$ cat config.mk
export PLATFORM = sky130hd
export DESIGN_NAME = lsr_regs
export DESIGN_NICKNAME = d
export VERILOG_FILES = /design/src/core/lsr_fifo_level.v /design/src/core/lsr_regs.v /design/src/core/lsr_selfid_log.v
export VERILOG_INCLUDE_DIRS = /design/src /design/src/core
export SDC_FILE = /design/constraint.sdc
export NUM_CORES = 1
export LEC_CHECK = 0
export BUFFER_PORTS_ARGS = -buffer_cell sky130_fd_sc_hd__buf_4
export CORE_MARGIN = 2
export CORE_UTILIZATION = 25
export CTS_BUF_LIST = sky130_fd_sc_hd__clkbuf_2 sky130_fd_sc_hd__clkbuf_4 sky130_fd_sc_hd__clkbuf_8
export CTS_CLUSTER_DIAMETER = 40
export DETAILED_ROUTE_END_ITERATION = 6
export PLACE_DENSITY = 0.45
export SETUP_SLACK_MARGIN = 0.15
export SLEW_MARGIN = 5
export SYNTH_ARGS = -nofsm -noshare
export SYNTH_HDL_FRONTEND = slang
export SYNTH_SLANG_ARGS = --single-unit
$ cat constraint.sdc
create_clock -name pclk -period 8.6 [get_ports pclk]
set_clock_uncertainty 0.1 [all_clocks]
set_input_delay 0 -clock pclk [delete_from_list [all_inputs] [get_ports pclk]]
set_output_delay 0 -clock pclk [all_outputs]
set_load 0.02 [all_outputs]
$ cat src/core/lsr_defs.vh
// Constants for the link status register bank: offsets, field positions,
// reset values and self-ID error codes.
// Assumes it is included by bare name from the core modules.
`ifndef LSR_DEFS_VH
`define LSR_DEFS_VH

// Register byte offsets on the APB.
`define LSR_OFF_FIFO      8'h30
`define LSR_OFF_TOPO      8'h34
`define LSR_OFF_SELFID    8'h38

// Transmit FIFO status fields.
`define LSR_FIFO_FULL     0
`define LSR_FIFO_AFULL    1
`define LSR_FIFO_FOUR     4
`define LSR_FIFO_AEMPTY   14
`define LSR_FIFO_EMPTY    15
`define LSR_FIFO_CLR      19
`define LSR_FIFO_SIZE_LO  26
`define LSR_FIFO_SIZE_HI  31
`define LSR_FIFO_SIZE_RST 6'h00
`define LSR_FOUR_ROOM     7'h04

// Topology fields.
`define LSR_TOPO_VALID    0
`define LSR_TOPO_CNT_LO   2
`define LSR_TOPO_CNT_HI   7
`define LSR_TOPO_ROOT     8
`define LSR_TOPO_CONT     9
`define LSR_TOPO_IRM_LO   10
`define LSR_TOPO_IRM_HI   15
`define LSR_TOPO_BUS_LO   16
`define LSR_TOPO_BUS_HI   25
`define LSR_TOPO_NODE_LO  26
`define LSR_TOPO_NODE_HI  31
`define LSR_BUS_ID_RESET  10'h3FF

// Self_id_error_check fields and error codes.
`define LSR_SID_CODE_HI   3
`define LSR_SID_CLR       15
`define LSR_SID_NONE      4'h0
`define LSR_SID_NOT_CHILD 4'h1
`define LSR_SID_BAD_PHYID 4'h2
`define LSR_SID_PHASE     4'h3
`define LSR_SID_TWO_GAPS  4'h4
`define LSR_SID_BIG_GAP   4'h5
`define LSR_SID_IN_PKT    4'h6
`define LSR_SID_NOT_INV   4'h7
`define LSR_SID_FAULTY    4'h8

`endif

$ cat src/core/lsr_fifo_level.v
// Occupancy tracker for the transmit FIFO; derives the fill flags.
// Assumes push and pop are one-cycle strobes from the FIFO datapath.
`timescale 1ns/1ps
`include "lsr_defs.vh"

module lsr_fifo_level #(
  parameter AW = 6
) (
  // Clock and reset.
  input  wire          pclk,
  input  wire          presetn,
  // Datapath strobes and controls.
  input  wire          push,
  input  wire          pop,
  input  wire          clear,
  input  wire [AW-1:0] size,
  // Fill flags, combinational from the count.
  output wire          full,
  output wire          almost_full,
  output wire          four_free,
  output wire          almost_empty,
  output wire          empty
);

  reg  [AW-1:0] count_reg;
  wire [AW:0]   room;
  wire          push_ok;
  wire          pop_ok;

  // Free room in quadlets; a size shrunk below the count reads as no room.
  assign room = (count_reg >= size) ? {(AW+1){1'b0}} :
                ({1'b0, size} - {1'b0, count_reg});

  assign full         = (room == {(AW+1){1'b0}});  // RULE_01
  assign almost_full  = (room == {{AW{1'b0}}, 1'b1});  // RULE_02
  assign four_free    = (room >= `LSR_FOUR_ROOM);  // RULE_03
  assign almost_empty = (count_reg == {{(AW-1){1'b0}}, 1'b1});  // RULE_04
  assign empty        = (count_reg == {AW{1'b0}});  // RULE_05

  // A push while full is dropped so a push never takes the count past the size.
  assign push_ok = push & ~full;  // RULE_01
  assign pop_ok  = pop & ~empty;

  // Clear wins over traffic in the same cycle: it empties the FIFO.
  always @(posedge pclk or negedge presetn) begin
    if (!presetn) begin
      count_reg <= {AW{1'b0}};
    end else if (clear) begin
      count_reg <= {AW{1'b0}};  // RULE_07
    end else if (push_ok && !pop_ok) begin
      count_reg <= count_reg + {{(AW-1){1'b0}}, 1'b1};
    end else if (pop_ok && !push_ok) begin
      count_reg <= count_reg - {{(AW-1){1'b0}}, 1'b1};
    end
  end

endmodule

$ cat src/core/lsr_regs.v
// Link status register bank: transmit FIFO status, topology after bus
// reset and self-ID error check, reached as an APB slave.
// Assumes the FIFO datapath, the phy side and the diagnostics and mode
// registers live outside and drive the strobes and levels below.
//
// How it works
// (RULE_01) Full flag in bit 0 when no room; pushes while full are dropped.
// (RULE_02) Almost-full flag in bit 1 when exactly one more write fits.
// (RULE_03) Four-free flag in bit 4 when room for four or more quadlets.
// (RULE_04) Almost-empty flag in bit 14 when exactly one quadlet stored.
// (RULE_05) Empty flag in bit 15 when no quadlet stored.
// (RULE_06) Flag bits read-only unless register-test write is enabled.
// (RULE_07) Writing one to bit 19 empties the transmit FIFO.
// (RULE_08) Size field bits 26-31 is read/write, resets to zero.
// (RULE_09) FIFO status at 30h: flags read-only, controls writable, reset zero; reads 8001h after reset here, as size zero sets full and empty.
// (RULE_10) Valid bit 0 set only while topology results are valid.
// (RULE_11) Bits 2-7 report the number of nodes detected.
// (RULE_12) Bit 8 set when this node is root.
// (RULE_13) Bit 9 shows the contender pin level.
// (RULE_14) Bits 10-15 hold the resource manager node identifier.
// (RULE_15) Bus number bits 16-25 load 3FFh at bus reset when enabled.
// (RULE_16) Node number updates after bus reset; writable only in manual mode.
// (RULE_17) Bits 0-3 keep the first self-ID error code; zero means none.
// (RULE_18) Codes 1 to 4 name child, phy ID, phase and two-gap errors.
// (RULE_19) Codes 5 to 7 name large gap, in-packet and inversion errors.
// (RULE_20) A bus reset returns the self-ID error code to zero.
// (RULE_21) Writing one to bit 15 clears the self-ID error code.
// (RULE_22) Reserved bits read zero and ignore writes.
//
// Decided for this implementation: the APB interface to the registers.
`timescale 1ns/1ps
`include "lsr_defs.vh"

module lsr_regs #(
  parameter AW = 6
) (
  // APB slave.
  input  wire          pclk,
  input  wire          presetn,
  input  wire          psel,
  input  wire          penable,
  input  wire          pwrite,
  input  wire [7:0]    paddr,
  input  wire [31:0]   pwdata,
  output reg  [31:0]   prdata,
  output reg           pready,
  output reg           pslverr,
  // Transmit FIFO datapath.
  input  wire          fifo_push,
  input  wire          fifo_pop,
  input  wire          register_test_write,
  output reg           fifo_clear_reg,
  output reg           fifo_full_reg,
  output reg  [AW-1:0] fifo_size_reg,
  // Topology results from the bus-reset logic.
  input  wire          bus_reset,
  input  wire          topo_done,
  input  wire [5:0]    nodes_detected_in,
  input  wire          root_in,
  input  wire          contender_pin,
  input  wire [5:0]    resource_manager_id_in,
  input  wire [5:0]    local_node_in,
  input  wire          reset_bus_id_enable,
  input  wire          manual_override_mode,
  output reg  [9:0]    bus_id_field_reg,
  output reg  [5:0]    local_node_field_reg,
  // Self-ID checker.
  input  wire          selfid_err_valid,
  input  wire [3:0]    selfid_err_code
);

  // Bus phases.
  wire        setup_ph;
  wire        access_ph;
  wire        wr_ev;
  wire        hit_fifo;
  wire        hit_topo;
  wire        hit_sid;
  wire        hit_any;

  // Live FIFO flags from the occupancy tracker.
  wire        live_full;
  wire        live_afull;
  wire        live_four;
  wire        live_aempty;
  wire        live_empty;

  // Forced flags used while the register test write is enabled.
  reg         force_on_reg;
  reg  [4:0]  force_flags_reg;
  wire [4:0]  flags_next;
  reg  [4:0]  flags_reg;

  // Topology state.
  reg         topo_valid_reg;
  reg  [5:0]  nodes_detected_reg;
  reg         root_reg;
  reg         contender_reg;
  reg  [5:0]  resource_manager_id_reg;

  // Self-ID code and its clear strobe.
  wire [3:0]  selfid_error_code;
  wire        selfid_error_clear;

  // Per-register write strobes from a completed write.
  wire        wr_fifo;
  wire        wr_topo;
  wire        wr_sid;

  // Read words of each register, and the one the address selects.
  reg  [31:0] fifo_word;
  reg  [31:0] topo_word;
  reg  [31:0] sid_word;
  reg  [31:0] rd_next;

  // Setup samples the request; the answer comes ready in the access phase.
  assign setup_ph  = psel & ~penable;
  assign access_ph = psel & penable & pready;
  assign wr_ev     = access_ph & pwrite;
  assign hit_fifo  = (paddr == `LSR_OFF_FIFO);
  assign hit_topo  = (paddr == `LSR_OFF_TOPO);
  assign hit_sid   = (paddr == `LSR_OFF_SELFID);
  assign hit_any   = hit_fifo | hit_topo | hit_sid;

  // An unmapped offset matches none of these, so its writes change nothing.
  assign wr_fifo   = wr_ev & hit_fifo;  // RULE_22
  assign wr_topo   = wr_ev & hit_topo;
  assign wr_sid    = wr_ev & hit_sid;

  // Clear strobes come from the write event itself, not from stored bits.
  assign selfid_error_clear = wr_sid & pwdata[`LSR_SID_CLR];  // RULE_21

  // Occupancy of the transmit FIFO, sized by the software size field.
  // A size below the current count reads as full until entries drain.
  lsr_fifo_level #(
    .AW (AW)
  ) u_level (
    .pclk         (pclk),
    .presetn      (presetn),
    .push         (fifo_push),
    .pop          (fifo_pop),
    .clear        (fifo_clear_reg),
    .size         (fifo_size_reg),
    .full         (live_full),
    .almost_full  (live_afull),
    .four_free    (live_four),
    .almost_empty (live_aempty),
    .empty        (live_empty)
  );

  // First self-ID error capture.
  // The logger arbitrates an error against a clear itself; the set wins.
  lsr_selfid_log u_sid (
    .pclk      (pclk),
    .presetn   (presetn),
    .err_valid (selfid_err_valid),
    .err_code  (selfid_err_code),
    .bus_reset (bus_reset),
    .sw_clear  (selfid_error_clear),
    .code_reg  (selfid_error_code)
  );

  // APB handshake: one wait-free access per setup. Because pready follows
  // the setup cycle alone, a setup may follow an access back to back.
  always @(posedge pclk or negedge presetn) begin
    if (!presetn) begin
      pready <= 1'b0;
    end else begin
      pready <= setup_ph;
    end
  end

  // Unmapped offsets are refused with an error in the same access cycle.
  always @(posedge pclk or negedge presetn) begin
    if (!presetn) begin
      pslverr <= 1'b0;
    end else begin
      pslverr <= setup_ph & ~hit_any;  // RULE_22
    end
  end

  // Test access: a write to the status word pins the flags while the test
  // enable stays high; dropping the enable hands the flags back to hardware.
  // The live count keeps running underneath, so leaving test mode is safe.
  always @(posedge pclk or negedge presetn) begin
    if (!presetn) begin
      force_on_reg    <= 1'b0;
      force_flags_reg <= 5'h00;
    end else if (!register_test_write) begin
      force_on_reg    <= 1'b0;
    end else if (wr_fifo) begin
      force_on_reg    <= 1'b1;  // RULE_06
      force_flags_reg <= {pwdata[`LSR_FIFO_EMPTY], pwdata[`LSR_FIFO_AEMPTY],
                          pwdata[`LSR_FIFO_FOUR], pwdata[`LSR_FIFO_AFULL],
                          pwdata[`LSR_FIFO_FULL]};
    end
  end

  // Flag order inside the vector: empty, almost empty, four free,
  // almost full, full.
  assign flags_next = force_on_reg ? force_flags_reg :
                      {live_empty, live_aempty, live_four, live_afull, live_full};

  // Flags are registered so the read path and the full output are glitch free;
  // this costs one cycle of lag behind the occupancy count.
  always @(posedge pclk or negedge presetn) begin
    if (!presetn) begin
      flags_reg     <= 5'h00;  // RULE_09
      fifo_full_reg <= 1'b0;
    end else begin
      flags_reg     <= flags_next;
      fifo_full_reg <= flags_next[0];  // RULE_01
    end
  end

  // FIFO clear: a one-cycle pulse; the bit itself is never stored, so it
  // reads back as zero and cannot clear the FIFO a second time.
  always @(posedge pclk or negedge presetn) begin
    if (!presetn) begin
      fifo_clear_reg <= 1'b0;
    end else begin
      fifo_clear_reg <= wr_fifo & pwdata[`LSR_FIFO_CLR];  // RULE_07
    end
  end

  // FIFO size: holds its value until software writes the status word again.
  always @(posedge pclk or negedge presetn) begin
    if (!presetn) begin
      fifo_size_reg <= `LSR_FIFO_SIZE_RST;  // RULE_08
    end else if (wr_fifo) begin
      fifo_size_reg <= pwdata[`LSR_FIFO_SIZE_HI:`LSR_FIFO_SIZE_LO];  // RULE_09
    end
  end

  // Valid flag: cleared by a bus reset until fresh results arrive; a result
  // in the same cycle as a bus reset is kept, so valid wins.
  always @(posedge pclk or negedge presetn) begin
    if (!presetn) begin
      topo_valid_reg <= 1'b0;
    end else if (topo_done) begin
      topo_valid_reg <= 1'b1;  // RULE_10
    end else if (bus_reset) begin
      topo_valid_reg <= 1'b0;  // RULE_10
    end
  end

  // Topology results: loaded together on the done strobe and held after a
  // bus reset, so software can still read the last results while invalid.
  always @(posedge pclk or negedge presetn) begin
    if (!presetn) begin
      nodes_detected_reg      <= 6'h00;
      root_reg                <= 1'b0;
      resource_manager_id_reg <= 6'h00;
    end else if (topo_done) begin
      nodes_detected_reg      <= nodes_detected_in;  // RULE_11
      root_reg                <= root_in;  // RULE_12
      resource_manager_id_reg <= resource_manager_id_in;  // RULE_14
    end
  end

  // The contender pin is taken as a synchronous level and shown as is.
  // A pin that may change near the clock needs a synchroniser outside.
  always @(posedge pclk or negedge presetn) begin
    if (!presetn) begin
      contender_reg <= 1'b0;
    end else begin
      contender_reg <= contender_pin;  // RULE_13
    end
  end

  // Bus number: software owns it, but a bus reset with the enable set
  // restores the unassigned value. The reset wins over a same-cycle write.
  always @(posedge pclk or negedge presetn) begin
    if (!presetn) begin
      bus_id_field_reg <= `LSR_BUS_ID_RESET;
    end else if (bus_reset && reset_bus_id_enable) begin
      bus_id_field_reg <= `LSR_BUS_ID_RESET;  // RULE_15
    end else if (wr_topo) begin
      bus_id_field_reg <= pwdata[`LSR_TOPO_BUS_HI:`LSR_TOPO_BUS_LO];
    end
  end

  // Node number follows the topology result; software may only overwrite it
  // in manual mode, and a fresh result still takes precedence.
  always @(posedge pclk or negedge presetn) begin
    if (!presetn) begin
      local_node_field_reg <= 6'h00;
    end else if (topo_done) begin
      local_node_field_reg <= local_node_in;  // RULE_16
    end else if (wr_topo && manual_override_mode) begin
      local_node_field_reg <= pwdata[`LSR_TOPO_NODE_HI:`LSR_TOPO_NODE_LO];  // RULE_16
    end
  end

  // Status word at 30h; every bit not named below reads as zero.
  always @* begin
    fifo_word = 32'h00000000;  // RULE_22
    fifo_word[`LSR_FIFO_FULL]   = flags_reg[0];  // RULE_01
    fifo_word[`LSR_FIFO_AFULL]  = flags_reg[1];  // RULE_02
    fifo_word[`LSR_FIFO_FOUR]   = flags_reg[2];  // RULE_03
    fifo_word[`LSR_FIFO_AEMPTY] = flags_reg[3];  // RULE_04
    fifo_word[`LSR_FIFO_EMPTY]  = flags_reg[4];  // RULE_05
    fifo_word[`LSR_FIFO_SIZE_HI:`LSR_FIFO_SIZE_LO] = fifo_size_reg;  // RULE_08
  end

  // Topology word at 34h; the reserved bit between the fields reads as zero.
  always @* begin
    topo_word = 32'h00000000;  // RULE_22
    topo_word[`LSR_TOPO_VALID] = topo_valid_reg;  // RULE_10
    topo_word[`LSR_TOPO_CNT_HI:`LSR_TOPO_CNT_LO] = nodes_detected_reg;  // RULE_11
    topo_word[`LSR_TOPO_ROOT]  = root_reg;  // RULE_12
    topo_word[`LSR_TOPO_CONT]  = contender_reg;  // RULE_13
    topo_word[`LSR_TOPO_IRM_HI:`LSR_TOPO_IRM_LO] = resource_manager_id_reg;  // RULE_14
    topo_word[`LSR_TOPO_BUS_HI:`LSR_TOPO_BUS_LO] = bus_id_field_reg;  // RULE_15
    topo_word[`LSR_TOPO_NODE_HI:`LSR_TOPO_NODE_LO] = local_node_field_reg;  // RULE_16
  end

  // Self-ID word at 38h; the clear bit is a strobe and reads as zero.
  always @* begin
    sid_word = 32'h00000000;  // RULE_22
    sid_word[`LSR_SID_CODE_HI:0] = selfid_error_code;  // RULE_17
  end

  // Read select; an unmapped offset reads as zero alongside its error.
  always @* begin
    case (paddr)
      `LSR_OFF_FIFO: begin
        rd_next = fifo_word;
      end
      `LSR_OFF_TOPO: begin
        rd_next = topo_word;
      end
      `LSR_OFF_SELFID: begin
        rd_next = sid_word;
      end
      default: begin
        rd_next = 32'h00000000;  // RULE_22
      end
    endcase
  end

  // Read data is captured in the setup cycle and held through the access.
  // This keeps the answer wait-free; a flag moving during the access is missed.
  always @(posedge pclk or negedge presetn) begin
    if (!presetn) begin
      prdata <= 32'h00000000;
    end else if (setup_ph) begin
      prdata <= pwrite ? 32'h00000000 : rd_next;
    end
  end

endmodule

$ cat src/core/lsr_selfid_log.v
// Keeps the code of the first self-ID error since the last clear.
// Assumes err_valid is a one-cycle strobe carrying err_code.
`timescale 1ns/1ps
`include "lsr_defs.vh"

module lsr_selfid_log (
  // Clock and reset.
  input  wire       pclk,
  input  wire       presetn,
  // Error reports and clears.
  input  wire       err_valid,
  input  wire [3:0] err_code,
  input  wire       bus_reset,
  input  wire       sw_clear,
  // Logged code.
  output reg  [3:0] code_reg
);

  wire code_known;

  // Codes above the faulty-quadlet code are reserved and never logged.
  assign code_known = (err_code != `LSR_SID_NONE) && (err_code <= `LSR_SID_FAULTY);

  // Only the first error is kept; a new error in the clearing cycle wins.
  always @(posedge pclk or negedge presetn) begin
    if (!presetn) begin
      code_reg <= `LSR_SID_NONE;
    end else if (err_valid && code_known &&
                 (code_reg == `LSR_SID_NONE || bus_reset || sw_clear)) begin
      code_reg <= err_code;  // RULE_17 RULE_18 RULE_19
    end else if (bus_reset) begin
      code_reg <= `LSR_SID_NONE;  // RULE_20
    end else if (sw_clear) begin
      code_reg <= `LSR_SID_NONE;  // RULE_21
    end
  end

endmodule

==> metrics.csv <==
metric,value,unit
path_delay_family,compound AO/OA/AOI/OAI gates,
initial_utilization,25.7,%
end_kind,register,
synth-warning-count,0,
fin_crit,3.87,ns
power.density,167,mW/mm^2
antenna_found_initial,0,
clk_latency,0.38,ns
grt_pass1_vias,3816,
cp.buffers_inverters,0,
drv_cap,0,
setup_tns,0,ns
cp.arrival,4.04,ns
path_cells,ha_1 > fa_1 > nand2b_1 > a21oi_2 > mux2i_1 > a21oi_1 > a211oi_2 > mux2i_1 > o31ai_1 > a221o_1,
hpwlAfterDp,8940,microns
core-area,0.0167,sq mm
io_pins,135,
die-area,0.0182,sq mm
wl_per_cell,16.0,microns
crit_path_frequent_cell,mux2i_1,
grt_max_degree,55,
yosys_most_used_dff,dfrtp_1,
hold_depth,4,
startpoint_type,register,
cts_resized,0,
async_flop_share,100,%
viasPerCell,4.59,
n_fill_cell,1665,
fmax,258,MHz
clkTransAtPathRegs,0.10,ns
crit_fanout,11,
synth_cells,391,
ys_seq_area_share,54.5,%
synth-edff-count,0,
finalCritPeriodShare,45.0,%
numCtsBuffers,9,
portBuffers,123,
largest_register_ffs,32,
avgSynthCellArea,11.0,sq um
final_cells,802,
cts_max_level,3,
peakVddDrop,0.0815,mV
grt_pass1_wl,20400,microns
synth.distinct_cells,49,
final_nets,666,
relSlewSlack,25.6,%
post-place-cells,718,
die_x,135,microns
vias,3679,
final_common_cell,buf_4,
worstRegToRegCells,10,
ys_ff_latch,93,
cts.sinks,93,
place_congestion,0.861,
drive_gt1_share,30.2,%
area_growth,47.4,%
p_leak,0.00299,uW
outcome,completed,
critical_path_depth,10,
min-delay-path-class,input pin to register,
final_cell_mix,"buf_4, dfrtp_1, dlygate4sd3_1",
drt-total-wl,12800,microns
ant_nets,0,
drtIter0Drc,186,
rsz0062_at_grt,false,
synth_area,0.00429,sq mm
worst_pin_slew,1.11,ns
hold_viol_final,0,
first_pass_iters,5,
rows,47,
grt_usage,14.6,%
fin_util,37.9,%
antenna_cells,0,
finalSetupViolCount,0,
cts_tree,yes,
cts_buffer_depth,2,
required,8.77,ns
die_y,135,microns
cts_root_buf,clkbuf_8,
crit_type,register to register,
slowest_delay,0.95,ns
cp_slowest_cell,a211oi_2,
synth_nets,480,
drv_slew,0,
gr-total-overflow,0,
drcViolationCount,0,
[layer usage]
| layer | GRT usage [%] | vias up | wire, microns |
|---|---|---|---|
| met5 | 0 | - | 0 |
| met4 | 5.32 | 0 | 206 |
| met3 | 2.89 | 16 | 712 |
| met2 | 23.5 | 124 | 5720 |
| met1 | 19.6 | 1774 | 6200 |
| li1 | - | 1765 | - |
[repair_timing]
action / in CTS / in global routing
endpoints found under the hold margin: 106 / 0
hold buffers: 68 / 0
buffers inserted: 0 / 0
[cells in the mapped netlist, drive strengths merged (4+ instances only)]
cell type,count,area [sq um]
nand4,6,52.6
a22o,23,201
a21oi,8,43.8
and2,4,25.0
a211oi,4,35.0
a22oi,11,82.6
mux2,23,259
ha,11,138
xnor2,7,61.3
mux2i,14,140
nor3,5,30.0
o21ai,25,125
dfrtp,83,2080
inv,12,45.0
dfstp,10,263
clkbuf,19,72.6
nand3,12,60.1
nand2,60,225
nor2b,4,25.0
nor2,19,71.3
[worst reg2reg max path, stage by stage (launching register included)]
cell      delay, ns
dfrtp_1        0.54
ha_1           0.27
fa_1           0.39
nand2b_1       0.17
a21oi_2        0.17
mux2i_1        0.31
a21oi_1        0.15
a211oi_2       0.95
mux2i_1        0.33
o31ai_1        0.09
a221o_1        0.30
[where the power goes]
group / total (uW) / switching (uW) / internal, uW
clock: 311 / 168 / 144
sequential: 503 / 39.5 / 464
combinational: 242 / 119 / 123
total: 1060 / 327 / 730
[stage by stage]
stage	area, sq um	setup WS [ns]	hold slack (ns)	total power, uW
6_report	6320	4.73	0.00485	1060
5_1_grt	6320	4.48	0.0461	1120
4_1_cts	6320	4.74	0.00103	1070
3_5_place_dp	5440	4.76	-0.0000329	724
3_3_place_gp	5440	4.84	-0.00941	721
2_1_floorplan	4290	5.62	-0.396	649
[area by class of cell]
cell class,instances,area (sq um),share of cell area (%)
clock buffer,10,138,2.18
clock inverter,6,70.1,1.11
inverter,12,45.0,0.712
multi-input combinational,266,1820,28.8
sequential,93,2340,37.0
tap,220,275,4.35
timing repair buffer,195,1630,25.8
[final timing paths]
path | slack, ns | to | start
setup / recovery | 4.73 | u_level.count_reg[3] | u_level.count_reg[0]
hold / removal | 0.005 | pslverr | paddr[4]
setup reg to reg | 4.73 | u_level.count_reg[3] | u_level.count_reg[0]
hold reg to reg | 0.38 | prdata[8] | root_reg
max in group asynchronous | 7.29 | prdata[31] | presetn
min in group asynchronous | 0.09 | resource_manager_id_reg[2] | presetn
[cells by family (layout without fill, tap and decap cells)]
kind of cell	after synthesis	after routing	share of synthesized area (%)
compound gates	85	85	14.2
xor+xnor	8	8	1.63
fa+ha+maj	12	12	3.67
buf+inv	32	223	3.00
flops	93	93	54.5
mux	37	37	9.30
simple gates	124	124	13.7
(Power assumes the default switching activity.)
